[src/fewss_pkg.sv]
// Package for the flash erase/write/suspend sequencer: command codes,
// status bit positions, block map, state encoding and timing counts.
// Assumes a single 25 MHz clock and a synchronous command strobe.
package fewss_pkg;
   // ****************************************************************
   // Command codes
   // ****************************************************************
   localparam logic [7:0] CMD_READ_ARRAY = 8'hFF;
   localparam logic [7:0] CMD_READ_STATUS = 8'h70;
   localparam logic [7:0] CMD_CLEAR_STATUS = 8'h50;
   localparam logic [7:0] CMD_BLOCK_ERASE = 8'h20;
   localparam logic [7:0] CMD_CHIP_ERASE = 8'h30;
   localparam logic [7:0] CMD_CONFIRM = 8'hD0;
   localparam logic [7:0] CMD_WRITE_STD = 8'h40;
   localparam logic [7:0] CMD_WRITE_ALT = 8'h10;
   // Suspend code value is arbitrary here; it is a parameter of the top
   localparam logic [7:0] CMD_SUSPEND_DEF = 8'hA5;
   // ****************************************************************
   // Status bit positions
   // ****************************************************************
   localparam int SB_READY = 7;
   localparam int SB_ERS_SUSP = 6;
   localparam int SB_ERS_ERR = 5;
   localparam int SB_WR_ERR = 4;
   localparam int SB_SUP_LOW = 3;
   localparam int SB_WR_SUSP = 2;
   localparam int SB_LOCK_VIO = 1;
   localparam logic [7:0] ERASED_BYTE = 8'hFF;
   // ****************************************************************
   // Block map and timing
   // ****************************************************************
   localparam int NUM_BLOCKS = 23;
   localparam int BLK_W = 5;
   localparam int NUM_BOOT = 2;
   localparam int CLK_MHZ = 25;
   localparam int ERASE_US = 40;
   localparam int WRITE_US = 4;
   localparam int ERASE_CYC = ERASE_US * CLK_MHZ;
   localparam int WRITE_CYC = WRITE_US * CLK_MHZ;
   localparam int SUSP_STEP = 16;
   localparam int CNT_W = 16;
   // ****************************************************************
   // Types
   // ****************************************************************
   typedef enum logic [2:0] {
      FEWSS_IDLE = 3'b000,
      FEWSS_ERASE = 3'b001,
      FEWSS_ESUSP = 3'b011,
      FEWSS_WRITE = 3'b010,
      FEWSS_WSUSP = 3'b110
   } fewss_state_t;
   typedef enum logic [1:0] {
      FEWSS_MODE_ARRAY = 2'b00,
      FEWSS_MODE_STATUS = 2'b01,
      FEWSS_MODE_SETUP = 2'b11
   } fewss_mode_t;
   typedef struct packed {
      logic [19:0] addr;
      logic [7:0] data;
   } fewss_cmd_t;
endpackage

[src/fewss_top.sv]
// Sequencer for block erase, chip erase and byte write; block erase and byte write can be suspended, chip erase cannot.
// Assumes command writes arrive as one-cycle strobes already in the
// clock domain; the array itself is outside, driven by the op outputs.
`timescale 1ns/1ps
`default_nettype none
module fewss_top #(
   parameter logic [7:0] SUSPEND_CODE = fewss_pkg::CMD_SUSPEND_DEF,
   parameter int ERASE_CYCLES = fewss_pkg::ERASE_CYC,
   parameter int WRITE_CYCLES = fewss_pkg::WRITE_CYC
) (
   input wire logic i_ref_clk,
   input wire logic i_arst_n,
   input wire logic i_cmd_we,
   input wire fewss_pkg::fewss_cmd_t i_cmd,
   input wire logic i_supply_ok,
   input wire logic i_boot_guard,
   input wire logic [fewss_pkg::NUM_BLOCKS-1:0] i_block_lock,
   input wire logic [7:0] i_array_rdata,
   output logic [7:0] o_status,
   output logic o_status_mode,
   output logic o_erase_pulse,
   output logic [fewss_pkg::BLK_W-1:0] o_erase_block,
   output logic o_write_pulse,
   output logic [19:0] o_write_addr,
   output logic [7:0] o_write_data
);
   // ****************************************************************
   // Pin synchronisers
   // ****************************************************************
   logic [1:0] sup_sync_ff, grd_sync_ff;
   always_ff @(posedge i_ref_clk or negedge i_arst_n) begin
      if (!i_arst_n) begin
         sup_sync_ff <= 2'h0;
         grd_sync_ff <= 2'h0;
      end else begin
         sup_sync_ff <= {sup_sync_ff[0], i_supply_ok};
         grd_sync_ff <= {grd_sync_ff[0], i_boot_guard};
      end
   end
   wire logic supply_ok = sup_sync_ff[1];
   wire logic guard_hi = grd_sync_ff[1];
   // ****************************************************************
   // Block decode
   // ****************************************************************
   function automatic logic [fewss_pkg::BLK_W-1:0] blk_of(input logic [19:0] a);
      // Eight 8K blocks at bottom, then 64K main blocks
      if (a[19:16] == 4'h0) blk_of = {2'h0, a[15:13]};
      else blk_of = 5'(a[19:16]) + 5'h07;
   endfunction
   function automatic logic blk_locked(input logic [fewss_pkg::BLK_W-1:0] b,
                                        input logic [fewss_pkg::NUM_BLOCKS-1:0] lk,
                                        input logic g);
      blk_locked = lk[b] || (b < 5'(fewss_pkg::NUM_BOOT) && !g);
   endfunction
   // ****************************************************************
   // Sequencer state
   // ****************************************************************
   fewss_pkg::fewss_state_t st_ff, nxt_st;
   fewss_pkg::fewss_mode_t mode_ff, nxt_mode;
   logic [7:0] setup_ff, nxt_setup;
   logic [7:0] status_ff, nxt_status;
   logic [fewss_pkg::CNT_W-1:0] ecnt_ff, nxt_ecnt, wcnt_ff, nxt_wcnt;
   logic [fewss_pkg::BLK_W-1:0] eblk_ff, nxt_eblk;
   logic chip_ff, nxt_chip, esusp_req_ff, nxt_esusp_req, wsusp_req_ff, nxt_wsusp_req;
   logic nested_ff, nxt_nested, epulse_ff, nxt_epulse, wpulse_ff, nxt_wpulse;
   logic [19:0] waddr_ff, nxt_waddr;
   logic [7:0] wdata_ff, nxt_wdata;
   logic [7:0] c;
   logic [fewss_pkg::BLK_W-1:0] cblk;
   logic any_unlocked;

   always_comb begin
      c = i_cmd.data;
      cblk = blk_of(i_cmd.addr);
      any_unlocked = 1'b0;
      for (int b = 0; b < fewss_pkg::NUM_BLOCKS; b++)
         if (!blk_locked(5'(b), i_block_lock, guard_hi)) any_unlocked = 1'b1;
      nxt_st = st_ff;
      nxt_mode = mode_ff;
      nxt_setup = setup_ff;
      nxt_status = status_ff;
      nxt_ecnt = ecnt_ff;
      nxt_wcnt = wcnt_ff;
      nxt_eblk = eblk_ff;
      nxt_chip = chip_ff;
      nxt_esusp_req = esusp_req_ff;
      nxt_wsusp_req = wsusp_req_ff;
      nxt_nested = nested_ff;
      nxt_epulse = 1'b0;
      nxt_wpulse = 1'b0;
      nxt_waddr = waddr_ff;
      nxt_wdata = wdata_ff;
      // ---------------- Internal progress ----------------
      unique case (st_ff)
         fewss_pkg::FEWSS_ERASE: begin
            if (esusp_req_ff && !chip_ff && ecnt_ff[3:0] == 4'h0) begin
               nxt_st = fewss_pkg::FEWSS_ESUSP;
               nxt_esusp_req = 1'b0;
               nxt_status[fewss_pkg::SB_READY] = 1'b1;
               nxt_status[fewss_pkg::SB_ERS_SUSP] = 1'b1;
            end else if (ecnt_ff != '0) begin
               nxt_ecnt = ecnt_ff - 1'b1;
            end else if (chip_ff && eblk_ff != 5'(fewss_pkg::NUM_BLOCKS - 1)) begin
               nxt_eblk = eblk_ff + 1'b1;
               nxt_ecnt = blk_locked(eblk_ff + 1'b1, i_block_lock, guard_hi) ?
                          '0 : fewss_pkg::CNT_W'(ERASE_CYCLES);
               nxt_epulse = !blk_locked(eblk_ff + 1'b1, i_block_lock, guard_hi);
            end else begin
               nxt_st = fewss_pkg::FEWSS_IDLE;
               nxt_esusp_req = 1'b0;
               nxt_status[fewss_pkg::SB_READY] = 1'b1;
            end
         end
         fewss_pkg::FEWSS_WRITE: begin
            if (wsusp_req_ff && wcnt_ff[3:0] == 4'h0 && wcnt_ff != '0) begin
               nxt_st = fewss_pkg::FEWSS_WSUSP;
               nxt_wsusp_req = 1'b0;
               nxt_status[fewss_pkg::SB_READY] = 1'b1;
               nxt_status[fewss_pkg::SB_WR_SUSP] = 1'b1;
            end else if (wcnt_ff != '0) begin
               nxt_wcnt = wcnt_ff - 1'b1;
            end else begin
               nxt_wsusp_req = 1'b0;
               nxt_wpulse = 1'b1;
               // Only zeros requested but still one are failures
               if ((~wdata_ff & i_array_rdata) != 8'h00)
                  nxt_status[fewss_pkg::SB_WR_ERR] = 1'b1;
               nxt_status[fewss_pkg::SB_READY] = 1'b1;
               nxt_st = nested_ff ? fewss_pkg::FEWSS_ESUSP : fewss_pkg::FEWSS_IDLE;
               nxt_nested = 1'b0;
            end
         end
         default: ;
      endcase
      // ---------------- Command decode ----------------
      if (i_cmd_we) begin
         if (mode_ff == fewss_pkg::FEWSS_MODE_SETUP) begin
            nxt_mode = fewss_pkg::FEWSS_MODE_STATUS;
            if (setup_ff == fewss_pkg::CMD_WRITE_STD || setup_ff == fewss_pkg::CMD_WRITE_ALT) begin
               if (!supply_ok) begin
                  nxt_status[fewss_pkg::SB_SUP_LOW] = 1'b1;
                  nxt_status[fewss_pkg::SB_WR_ERR] = 1'b1;
               end else if (blk_locked(cblk, i_block_lock, guard_hi) ||
                            (st_ff == fewss_pkg::FEWSS_ESUSP && cblk == eblk_ff)) begin
                  nxt_status[fewss_pkg::SB_LOCK_VIO] = 1'b1;
                  nxt_status[fewss_pkg::SB_WR_ERR] = 1'b1;
               end else begin
                  nxt_nested = (st_ff == fewss_pkg::FEWSS_ESUSP);
                  nxt_st = fewss_pkg::FEWSS_WRITE;
                  nxt_wcnt = fewss_pkg::CNT_W'(WRITE_CYCLES);
                  nxt_waddr = i_cmd.addr;
                  nxt_wdata = c;
                  nxt_status[fewss_pkg::SB_READY] = 1'b0;
               end
            end else if (c != fewss_pkg::CMD_CONFIRM) begin
               nxt_status[fewss_pkg::SB_WR_ERR] = 1'b1;
               nxt_status[fewss_pkg::SB_ERS_ERR] = 1'b1;
            end else if (!supply_ok) begin
               nxt_status[fewss_pkg::SB_SUP_LOW] = 1'b1;
               nxt_status[fewss_pkg::SB_ERS_ERR] = 1'b1;
            end else if (setup_ff == fewss_pkg::CMD_CHIP_ERASE) begin
               if (!any_unlocked) begin
                  nxt_status[fewss_pkg::SB_LOCK_VIO] = 1'b1;
                  nxt_status[fewss_pkg::SB_ERS_ERR] = 1'b1;
               end else begin
                  nxt_st = fewss_pkg::FEWSS_ERASE;
                  nxt_chip = 1'b1;
                  nxt_eblk = '0;
                  nxt_epulse = !blk_locked('0, i_block_lock, guard_hi);
                  nxt_ecnt = nxt_epulse ? fewss_pkg::CNT_W'(ERASE_CYCLES) : '0;
                  nxt_status[fewss_pkg::SB_READY] = 1'b0;
               end
            end else if (blk_locked(cblk, i_block_lock, guard_hi)) begin
               nxt_status[fewss_pkg::SB_LOCK_VIO] = 1'b1;
               nxt_status[fewss_pkg::SB_ERS_ERR] = 1'b1;
            end else begin
               nxt_st = fewss_pkg::FEWSS_ERASE;
               nxt_chip = 1'b0;
               nxt_eblk = cblk;
               nxt_epulse = 1'b1;
               nxt_ecnt = fewss_pkg::CNT_W'(ERASE_CYCLES);
               nxt_status[fewss_pkg::SB_READY] = 1'b0;
            end
         end else if (c == fewss_pkg::CMD_READ_STATUS) begin
            nxt_mode = fewss_pkg::FEWSS_MODE_STATUS;
         end else if (st_ff == fewss_pkg::FEWSS_ERASE || st_ff == fewss_pkg::FEWSS_WRITE) begin
            if (c == SUSPEND_CODE) begin
               nxt_mode = fewss_pkg::FEWSS_MODE_STATUS;
               if (st_ff == fewss_pkg::FEWSS_WRITE) nxt_wsusp_req = 1'b1;
               else if (!chip_ff) nxt_esusp_req = 1'b1;
            end
            // Anything else is dropped while busy
         end else if (c == SUSPEND_CODE) begin
            if (st_ff == fewss_pkg::FEWSS_IDLE) nxt_mode = fewss_pkg::FEWSS_MODE_ARRAY;
         end else if (c == fewss_pkg::CMD_CONFIRM &&
                      (st_ff == fewss_pkg::FEWSS_ESUSP || st_ff == fewss_pkg::FEWSS_WSUSP)) begin
            nxt_mode = fewss_pkg::FEWSS_MODE_STATUS;
            nxt_status[fewss_pkg::SB_READY] = 1'b0;
            if (st_ff == fewss_pkg::FEWSS_WSUSP) begin
               nxt_st = fewss_pkg::FEWSS_WRITE;
               nxt_status[fewss_pkg::SB_WR_SUSP] = 1'b0;
            end else begin
               nxt_st = fewss_pkg::FEWSS_ERASE;
               nxt_status[fewss_pkg::SB_ERS_SUSP] = 1'b0;
            end
         end else if (c == fewss_pkg::CMD_READ_ARRAY) begin
            nxt_mode = fewss_pkg::FEWSS_MODE_ARRAY;
         end else if (st_ff == fewss_pkg::FEWSS_IDLE && c == fewss_pkg::CMD_CLEAR_STATUS) begin
            nxt_status[fewss_pkg::SB_ERS_ERR] = 1'b0;
            nxt_status[fewss_pkg::SB_WR_ERR] = 1'b0;
            nxt_status[fewss_pkg::SB_SUP_LOW] = 1'b0;
            nxt_status[fewss_pkg::SB_LOCK_VIO] = 1'b0;
         end else if ((st_ff == fewss_pkg::FEWSS_IDLE &&
                       (c == fewss_pkg::CMD_BLOCK_ERASE || c == fewss_pkg::CMD_CHIP_ERASE)) ||
                      (st_ff != fewss_pkg::FEWSS_WSUSP &&
                       (c == fewss_pkg::CMD_WRITE_STD || c == fewss_pkg::CMD_WRITE_ALT))) begin
            nxt_mode = fewss_pkg::FEWSS_MODE_SETUP;
            nxt_setup = c;
         end
      end
   end

   always_ff @(posedge i_ref_clk or negedge i_arst_n) begin
      if (!i_arst_n) begin
         st_ff <= fewss_pkg::FEWSS_IDLE;
         mode_ff <= fewss_pkg::FEWSS_MODE_ARRAY;
         setup_ff <= 8'h00;
         status_ff <= 8'h80;
         ecnt_ff <= '0;
         wcnt_ff <= '0;
         eblk_ff <= '0;
         chip_ff <= 1'b0;
         esusp_req_ff <= 1'b0;
         wsusp_req_ff <= 1'b0;
         nested_ff <= 1'b0;
         epulse_ff <= 1'b0;
         wpulse_ff <= 1'b0;
         waddr_ff <= 20'h00000;
         wdata_ff <= 8'h00;
      end else begin
         st_ff <= nxt_st;
         mode_ff <= nxt_mode;
         setup_ff <= nxt_setup;
         status_ff <= nxt_status;
         ecnt_ff <= nxt_ecnt;
         wcnt_ff <= nxt_wcnt;
         eblk_ff <= nxt_eblk;
         chip_ff <= nxt_chip;
         esusp_req_ff <= nxt_esusp_req;
         wsusp_req_ff <= nxt_wsusp_req;
         nested_ff <= nxt_nested;
         epulse_ff <= nxt_epulse;
         wpulse_ff <= nxt_wpulse;
         waddr_ff <= nxt_waddr;
         wdata_ff <= nxt_wdata;
      end
   end

   // ****************************************************************
   // Outputs
   // ****************************************************************
   assign o_status = status_ff;
   assign o_status_mode = (mode_ff != fewss_pkg::FEWSS_MODE_ARRAY);
   assign o_erase_pulse = epulse_ff;
   assign o_erase_block = eblk_ff;
   assign o_write_pulse = wpulse_ff;
   assign o_write_addr = waddr_ff;
   assign o_write_data = wdata_ff;

   // ****************************************************************
   // Assertions
   // ****************************************************************
   property p_busy_not_ready;
      @(posedge i_ref_clk) disable iff (!i_arst_n)
      (st_ff == fewss_pkg::FEWSS_ERASE) |-> !status_ff[fewss_pkg::SB_READY];
   endproperty
   a_busy_not_ready: assert property (p_busy_not_ready) else $error("ready while erasing");
   property p_esusp_bits;
      @(posedge i_ref_clk) disable iff (!i_arst_n)
      (st_ff == fewss_pkg::FEWSS_ESUSP) |-> status_ff[fewss_pkg::SB_ERS_SUSP];
   endproperty
   a_esusp_bits: assert property (p_esusp_bits) else $error("suspend bit low");
   property p_chip_no_susp;
      @(posedge i_ref_clk) disable iff (!i_arst_n)
      chip_ff |-> st_ff != fewss_pkg::FEWSS_ESUSP;
   endproperty
   a_chip_no_susp: assert property (p_chip_no_susp) else $error("chip erase suspended");
   property p_err_sticky;
      @(posedge i_ref_clk) disable iff (!i_arst_n)
      status_ff[fewss_pkg::SB_ERS_ERR] && !(i_cmd_we && i_cmd.data == fewss_pkg::CMD_CLEAR_STATUS)
      |=> status_ff[fewss_pkg::SB_ERS_ERR];
   endproperty
   a_err_sticky: assert property (p_err_sticky) else $error("error bit lost");
   property p_bad_confirm;
      @(posedge i_ref_clk) disable iff (!i_arst_n)
      i_cmd_we && mode_ff == fewss_pkg::FEWSS_MODE_SETUP && setup_ff == fewss_pkg::CMD_BLOCK_ERASE
      && i_cmd.data != fewss_pkg::CMD_CONFIRM |=> status_ff[5] && status_ff[4];
   endproperty
   a_bad_confirm: assert property (p_bad_confirm) else $error("bad confirm unflagged");
   property p_nested_hold;
      @(posedge i_ref_clk) disable iff (!i_arst_n)
      nested_ff |-> status_ff[fewss_pkg::SB_ERS_SUSP] && st_ff != fewss_pkg::FEWSS_ERASE;
   endproperty
   a_nested_hold: assert property (p_nested_hold) else $error("erase during nested write");
   property p_wsusp_bits;
      @(posedge i_ref_clk) disable iff (!i_arst_n)
      $rose(st_ff == fewss_pkg::FEWSS_WSUSP) |-> status_ff[7] && status_ff[2];
   endproperty
   a_wsusp_bits: assert property (p_wsusp_bits) else $error("write suspend bits");
   property p_lowsup_write;
      @(posedge i_ref_clk) disable iff (!i_arst_n)
      i_cmd_we && mode_ff == fewss_pkg::FEWSS_MODE_SETUP && !supply_ok
      |=> st_ff != fewss_pkg::FEWSS_WRITE || $past(st_ff) == fewss_pkg::FEWSS_WRITE;
   endproperty
   a_lowsup_write: assert property (p_lowsup_write) else $error("write under lockout");
   c_erase: cover property (@(posedge i_ref_clk) st_ff == fewss_pkg::FEWSS_ERASE);
   c_esusp: cover property (@(posedge i_ref_clk) st_ff == fewss_pkg::FEWSS_ESUSP);
   c_nested: cover property (@(posedge i_ref_clk) nested_ff);
   c_wsusp: cover property (@(posedge i_ref_clk) st_ff == fewss_pkg::FEWSS_WSUSP);
endmodule
`default_nettype wire

[config.mk]
export PLATFORM = sky130hd
export DESIGN_NAME = fewss_top
export DESIGN_NICKNAME = d
export VERILOG_FILES = /design/src/fewss_pkg.sv /design/src/fewss_top.sv
export SDC_FILE = /design/constraint.sdc
export NUM_CORES = 1
export LEC_CHECK = 0
export ABC_AREA = 1
export CELL_PAD_IN_SITES_DETAIL_PLACEMENT = 0
export CELL_PAD_IN_SITES_GLOBAL_PLACEMENT = 1
export CORE_ASPECT_RATIO = 1.4
export CORE_MARGIN = 2
export CORE_UTILIZATION = 30
export DETAILED_ROUTE_END_ITERATION = 7
export DONT_BUFFER_PORTS = 1
export PLACE_DENSITY_LB_ADDON = 0.1
export SKIP_CTS_REPAIR_TIMING = 1
export SYNTH_ARGS = -nofsm -noshare
export SYNTH_HDL_FRONTEND = slang
export SYNTH_SLANG_ARGS = --single-unit
[constraint.sdc]
create_clock -name i_ref_clk -period 3.4 [get_ports i_ref_clk]
set_clock_uncertainty 0.2 [all_clocks]
set_input_delay 0 -clock i_ref_clk [delete_from_list [all_inputs] [get_ports i_ref_clk]]
set_output_delay 0 -clock i_ref_clk [all_outputs]
set_load 0.02 [all_outputs]
After elaboration in Yosys (flattened, before gate mapping)
Index checks and enable logic that the tools add are counted.
- input bits: 64
- bits in registers: 95
- order comparisons: 4
- reduce and logical (&&, ||, !) cells: 44
- multiplexer cells: 198
- bitwise logic cells: 12
- $add $sub $neg: 4
- eq/ne operators: 40
- operators with widths (kind ; count):
    two-way mux 16 bit ; 20
    two-way mux 1 bit ; 118
    two-way mux 3 bit ; 23
    two-way mux 5 bit ; 13
    == test 8 x 7 -> 1 bit, second input constant ; 4
    nonzero test 16 bit ; 2
    subtractor 16 x 1 -> 16 bit, second input constant ; 2
    two-way mux 2 bit ; 14
    two-way mux 7 bit ; 4
    == test 8 x 6 -> 1 bit, second input constant ; 3
    == test 8 bit, second input constant ; 3
    two-way mux 10 bit ; 2
    == test 8 x 5 -> 1 bit, second input constant ; 2
    != test 2 bit, second input constant ; 7
    AND reduction 13 bit ; 1
    logical AND 1 bit ; 12
    logical NOT 4 bit ; 3
    less-than comparator 5 x 6 -> 1 bit, second input constant ; 2
    logical OR 1 bit ; 11
    binary-select mux 1 bit (select 5 bit) ; 2
    less-than comparator 5 x 2 -> 1 bit, second input constant ; 2
    != test 5 bit, second input constant ; 2
    NOT 1 bit ; 10
    AND reduction 10 bit ; 1
    other kinds (30) ; 39

Depth between registers and ports, before layout
- depth after elaboration: 32
- mapped depth: 18
- depth with buffers taken out: 17

Worst setup path before layout
No wires, ideal clock.
- path type: flip-flop to flip-flop
- from: register eblk_ff (netlist bit o_erase_block[0])
- to: register ecnt_ff[9] (netlist bit)
- required time: 3.076 ns
- data arrival time: 2.228 ns
- path slack: 0.848 ns
- buffers on the path: 2
- cell stages (with the launch flop): 16
- path through: dfrtp_1 inv_1 clkbuf_1 ha_1 clkbuf_1 inv_1 nor2_1 o21ai_0 nand3_1 nand3b_1 nand2_1 nand2_1 nand3_1 nand4_1 o211ai_1 nand2_1
- word-level cells in the longest chain between the ends: 16
- elaborated cells on any way between the ends: 21
- classes of those cells: 1 x add/sub; 1 x order compare; 1 x eq/ne; 15 x mux; 3 x reduce/logical
- RTL lines (what ; RTL line ; text):
    start: declaration ; fewss_top.sv:63 ; logic [fewss_pkg::BLK_W-1:0] eblk_ff, nxt_eblk;
    start signal: assignment ; fewss_top.sv:247 ; eblk_ff <= nxt_eblk;
    adder 5 x 1 -> 5 bit ; fewss_top.sv:105 ; nxt_ecnt = blk_locked(eblk_ff + 1'b1, i_block_lock, guard_hi) ?
    binary-select mux 1 bit (select 5 bit) or less-than comparator 5 x 2 -> 1 bit (tied branches) ; fewss_top.sv:53 ; blk_locked = lk[b] || (b < 5'(fewss_pkg::NUM_BOOT) && !g);
    two-way mux 1 bit (not written as such) or logical AND 1 bit (tied branches) ; fewss_top.sv:53 ;
    logical OR 1 bit ; fewss_top.sv:53 ;
    two-way mux 10 bit ; fewss_top.sv:105 ;
    two-way mux 16 bit * ; fewss_top.sv:103 ; end else if (chip_ff && eblk_ff != 5'(fewss_pkg::NUM_BLOCKS - 1)) begin
    two-way mux 16 bit * ; fewss_top.sv:101 ; end else if (ecnt_ff != '0) begin
    two-way mux 16 bit * ; fewss_top.sv:96 ; if (esusp_req_ff && !chip_ff && ecnt_ff[3:0] == 4'h0) begin
    two-way mux 16 bit * ; fewss_top.sv:94 ; unique case (st_ff)
    two-way mux 16 bit, on equally long branches ; fewss_top.sv:173, fewss_top.sv:162 ;
    two-way mux 16 bit ; fewss_top.sv:161 ; end else if (setup_ff == fewss_pkg::CMD_CHIP_ERASE) begin
    two-way mux 16 bit ; fewss_top.sv:158 ; end else if (!supply_ok) begin
    two-way mux 16 bit ; fewss_top.sv:155 ; end else if (c != fewss_pkg::CMD_CONFIRM) begin
    two-way mux 16 bit ; fewss_top.sv:139 ; if (setup_ff == fewss_pkg::CMD_WRITE_STD || setup_ff == fewss_pkg::CMD_WRITE_ALT) begin
    two-way mux 16 bit ; fewss_top.sv:137 ; if (mode_ff == fewss_pkg::FEWSS_MODE_SETUP) begin
    two-way mux 16 bit * ; fewss_top.sv:136 ; if (i_cmd_we) begin
    via nxt_ecnt (one bit) ; fewss_top.sv:62 ; logic [fewss_pkg::CNT_W-1:0] ecnt_ff, nxt_ecnt, wcnt_ff, nxt_wcnt;
    end signal: assignment ; fewss_top.sv:245 ; ecnt_ff <= nxt_ecnt;
    end: declaration ; fewss_top.sv:62 ;
Mark *: on every way through the listed nets, which the timed path passes. The rest lies on a longest branch. The select of a mux whose other input is x is not followed.
A chain may end at the register's enable or synchronous reset.

Worst setup path after layout
- from: input port i_cmd[24] (netlist bit)
- to: register ecnt_ff[0] (netlist bit)
- word-level cells in the longest chain between the ends: 12
- elaborated cells on any way between the ends: 15
- classes of those cells: 1 x add/sub; 1 x order compare; 10 x mux; 3 x reduce/logical
- RTL lines (what ; RTL line ; text):
    start: declaration ; fewss_top.sv:14 ; input wire fewss_pkg::fewss_cmd_t i_cmd,
    adder 4 x 3 -> 5 bit or logical NOT 4 bit (tied branches) ; fewss_top.sv:48, fewss_top.sv:47 ;
    two-way mux 5 bit * ; fewss_top.sv:47 ; if (a[19:16] == 4'h0) blk_of = {2'h0, a[15:13]};
    binary-select mux 1 bit (select 5 bit) or less-than comparator 5 x 2 -> 1 bit (tied branches) ; fewss_top.sv:53 ;
    two-way mux 1 bit (not written as such) or logical AND 1 bit (tied branches) ; fewss_top.sv:53 ;
    logical OR 1 bit * ; fewss_top.sv:53 ;
    two-way mux 16 bit * ; fewss_top.sv:173 ; end else if (blk_locked(cblk, i_block_lock, guard_hi)) begin
    two-way mux 16 bit * ; fewss_top.sv:161 ;
    two-way mux 16 bit * ; fewss_top.sv:158 ;
    two-way mux 16 bit * ; fewss_top.sv:155 ;
    two-way mux 16 bit * ; fewss_top.sv:139 ;
    two-way mux 16 bit * ; fewss_top.sv:137 ;
    two-way mux 16 bit * ; fewss_top.sv:136 ;
    via nxt_ecnt (one bit) ; fewss_top.sv:62 ;
Marked as above.

==> results_dict.tcl <==
set metrics [dict create \
    first_pass_iters 4 \
    cts.sinks 95 \
    worst-path-max-fanout 13 \
    clk-insertion-delay-late_ps 350 \
    finalWirelength_microns 17100 \
    die_area_sq_um 20500 \
    chipWidth_microns 122 \
    seq_area_frac_synth_pct 40.9 \
    synth_edf_count 0 \
    finalSetupViolCount 0 \
    cts_root_buf "clkbuf_16" \
    met3_length_microns 739 \
    peakVddDrop_v 0.000216 \
    synth.top_cell.area_share_pct 40.5 \
    path_buf_inv 4 \
    avgViaCountPerCell 4.85 \
    cts_tree "yes" \
    yosysMostFrequentCell "nand2_1" \
    min_to "mode_ff[1]$_DFFE_PN0P_" \
    power_mw 3.36 \
    r2r_slack_ps 620 \
    vias 5307 \
    synth_cell_type_count 51 \
    clkTransAtPathRegs_ps 70 \
    syn_to_final_growth_pct 16.3 \
    crit_type "in2reg" \
    synthesis.area_sq_um 5810 \
    wl_met2_microns 9220 \
    synthTopCellsByCount "nand2_1 (171), inv_1 (129), dfrtp_1 (94)" \
    fin_setup_tns_ps 0 \
    yosysTopAreaCell "dfrtp_1" \
    layout_min_cycle_time_ps 3030 \
    antenna_cells 0 \
    r2r_cells 12 \
    ioPinCount 108 \
    crit-reg2reg-launch "st_ff[1]$_DFF_PN0_" \
    ys.flop_type "dfrtp_1" \
    die_y_microns 169 \
    nNetsFinal 910 \
    grt_remaining_overflow 0 \
    maxCapViolCount 0 \
    cp-end-kind "flip-flop" \
    postRouteAntennaNets 0 \
    hp-start "i_cmd[0]" \
    hold_class "in2reg" \
    routed.top_layer "met4" \
    ys_async_sr_fraction_pct 100 \
    grt_pass1_wl_microns 26800 \
    dp_hpwl_microns 13200 \
    drt-initial-drc-count 225 \
    synth_top_family_by_area "simple AND/OR/NAND/NOR gates" \
    met1_length_microns 6850 \
    path_cells "dlygate4sd3_1 -> inv_1 -> ha_1 -> nand2_1 -> inv_2 -> o21ai_1 -> o21ai_2 -> inv_2 -> nand3_1 -> nand3_1 -> nand2_1 -> nand2_2 -> nand2_1 -> nand2_1 -> nand2_2 -> o21ai_0 -> a31oi_1" \
    max_stage_delay_ps 570 \
    num_rows 60 \
    violations "hold timing" \
    worstPathArrival_ps 3080 \
    clockBufferDepth 2 \
    drc 0 \
    synth_compound_area_share_pct 12.4 \
    critPathSlowestCell "dlygate4sd3_1" \
    crit_required_ps 3460 \
    initial_utilization_pct 30.4 \
    track_usage_pct 16.7 \
    h-tree-depth 3 \
    routabilityCongestion 0.819 \
    holdPathStages 7 \
    yosys_warnings 0 \
    synthMuxAreaShare_pct 0 \
    synth.area.top_cells "dfrtp_1 (40%), nand2_1 (11%), inv_1 (8.3%)" \
    synth.avg_cell_area_sq_um 7.23 \
    rsz0062_at_grt "no" \
    status "finished with violations" \
    grt_pass1_vias 5220 \
    relSlewSlack_pct 59.7 \
    final.period_utilization_pct 89.0 \
    synth-xor-area-share_pct 3.77 \
    p_leak_nw 3.23 \
    syn_nets 873 \
    wl_per_cell_microns 15.6 \
    core_area_sq_um 19100 \
    r2r-end "o_write_data[4]$_DFFE_PN0P_" \
    grt_max_degree 96 \
    numCtsBuffers 9 \
    drive_gt1_share_pct 6.38 \
    tightestPinTransition_ps 604 \
    syn-instance-count 804 \
    cp-start-kind "input pin" \
    pwr_density_cell_nw_per_um2 497 \
    antenna_found_initial 0 \
    finalHoldViolCount 4 \
    synth_simple_gate_area_share_pct 31.5 \
    final-max-slew-violation-count 0 \
    whs_ps -67.0 \
    ys_ff_latch 95 \
    io_buffers 0 \
    synth_fa_ha_area_share_pct 1.08 \
    crit_family "simple AND/OR/NAND/NOR gates" \
    cp_common_cell "nand2_1" \
    fmaxAchievable_mhz 331 \
]
## registers in the layout, summed over array words and instances (netlist names), 2 cells and up
| signal | count |
|---|---|
| o_write_addr | 20 |
| st_ff | 3 |
| grd_sync_ff | 2 |
| o_erase_block | 5 |
| o_status | 7 |
| sup_sync_ff | 2 |
| o_write_data | 8 |
| setup_ff | 8 |
| mode_ff | 2 |
| ecnt_ff | 16 |
| wcnt_ff | 16 |
## cells by family after synthesis
logic type / count (synthesis)
adders and majority gates: 5
buffers and inverters: 150
other: 1
xor gates and xnor gates: 25
DFF: 95
AOI/OAI and AO/OA: 125
and+or+nand+nor: 403
## worst max-delay path by stage
stage	start	end	slack, ps	depth (start not counted)
floorplan	o_erase_block[0]$_DFF_PN0_	ecnt_ff[9]$_DFF_PN0_	850	15
global placement	i_cmd[24]	o_write_addr[7]$_DFFE_PN0P_	610	16
detailed placement	i_cmd[24]	o_write_addr[5]$_DFFE_PN0P_	560	16
CTS	st_ff[1]$_DFF_PN0_	o_write_addr[5]$_DFFE_PN0P_	590	13
global route	i_cmd[24]	o_write_data[4]$_DFFE_PN0P_	110	17
finish	i_cmd[24]	ecnt_ff[0]$_DFF_PN0_	370	17
## per-stage QoR
| stage | instance area, sq um | hold WS (ps) | util [%] | instances | setup WS [ps] |
|---|---|---|---|---|---|
| 2_1_floorplan | 5810 | -496 | - | 804 | 848 |
| 3_3_place_gp | 6070 | -492 | 31.7 | 1042 | 611 |
| 3_5_place_dp | 6070 | -491 | 31.7 | 1042 | 560 |
| 4_1_cts | 6380 | -872 | 33.3 | 1058 | 587 |
| 5_1_grt | 6760 | 1.15 | 35.3 | 1094 | 109 |
| 6_report | 6760 | -67.0 | 35.3 | 1094 | 375 |
## worst min-delay path: stages
cell and delay, ps:
nand2_1 30, inv_1 80, nand3_1 80, nand2_1 60, inv_1 50, nand4_1 60
o21ai_0 70
## area by class of cell
class / count / area [sq um]
clock buffer: 10 / 229
clock inverter: 6 / 85.1
fill: 2042 / 12400
inverter: 135 / 507
multi-input combinational: 559 / 2840
sequential: 95 / 2380
tap: 248 / 310
timing repair buffer: 41 / 415
## layer usage
metal / track usage (%) / up-vias
li1: - / 2688
met1: 18.7 / 2483
met2: 31.1 / 116
met3: 3.57 / 20
met4: 5.25 / 0
met5: 0 / -
## power by group
| part | internal, mW | switching, mW |
|---|---|---|
| sequential | 1.28 | 0.149 |
| combinational | 0.290 | 0.556 |
| clock | 0.643 | 0.446 |
## cell usage in the layout (no fill, tap or decap), types with 5 or more instances in the layout
cell type	instances
nor4_1	8
nand2_2	7
a21oi_1	26
nand2_1	171
o21ai_1	5
o21ai_0	57
inv_2	5
buf_4	5
inv_1	129
nor3_1	12
xnor2_1	7
a31oi_1	8
o22ai_1	7
nand4_1	28
dfrtp_1	94
nand3_1	68
xor2_1	18
clkbuf_16	9
nor2_1	88
ha_1	5
dlygate4sd3_1	35
No activity file was read; power rests on OpenSTA's default activity.
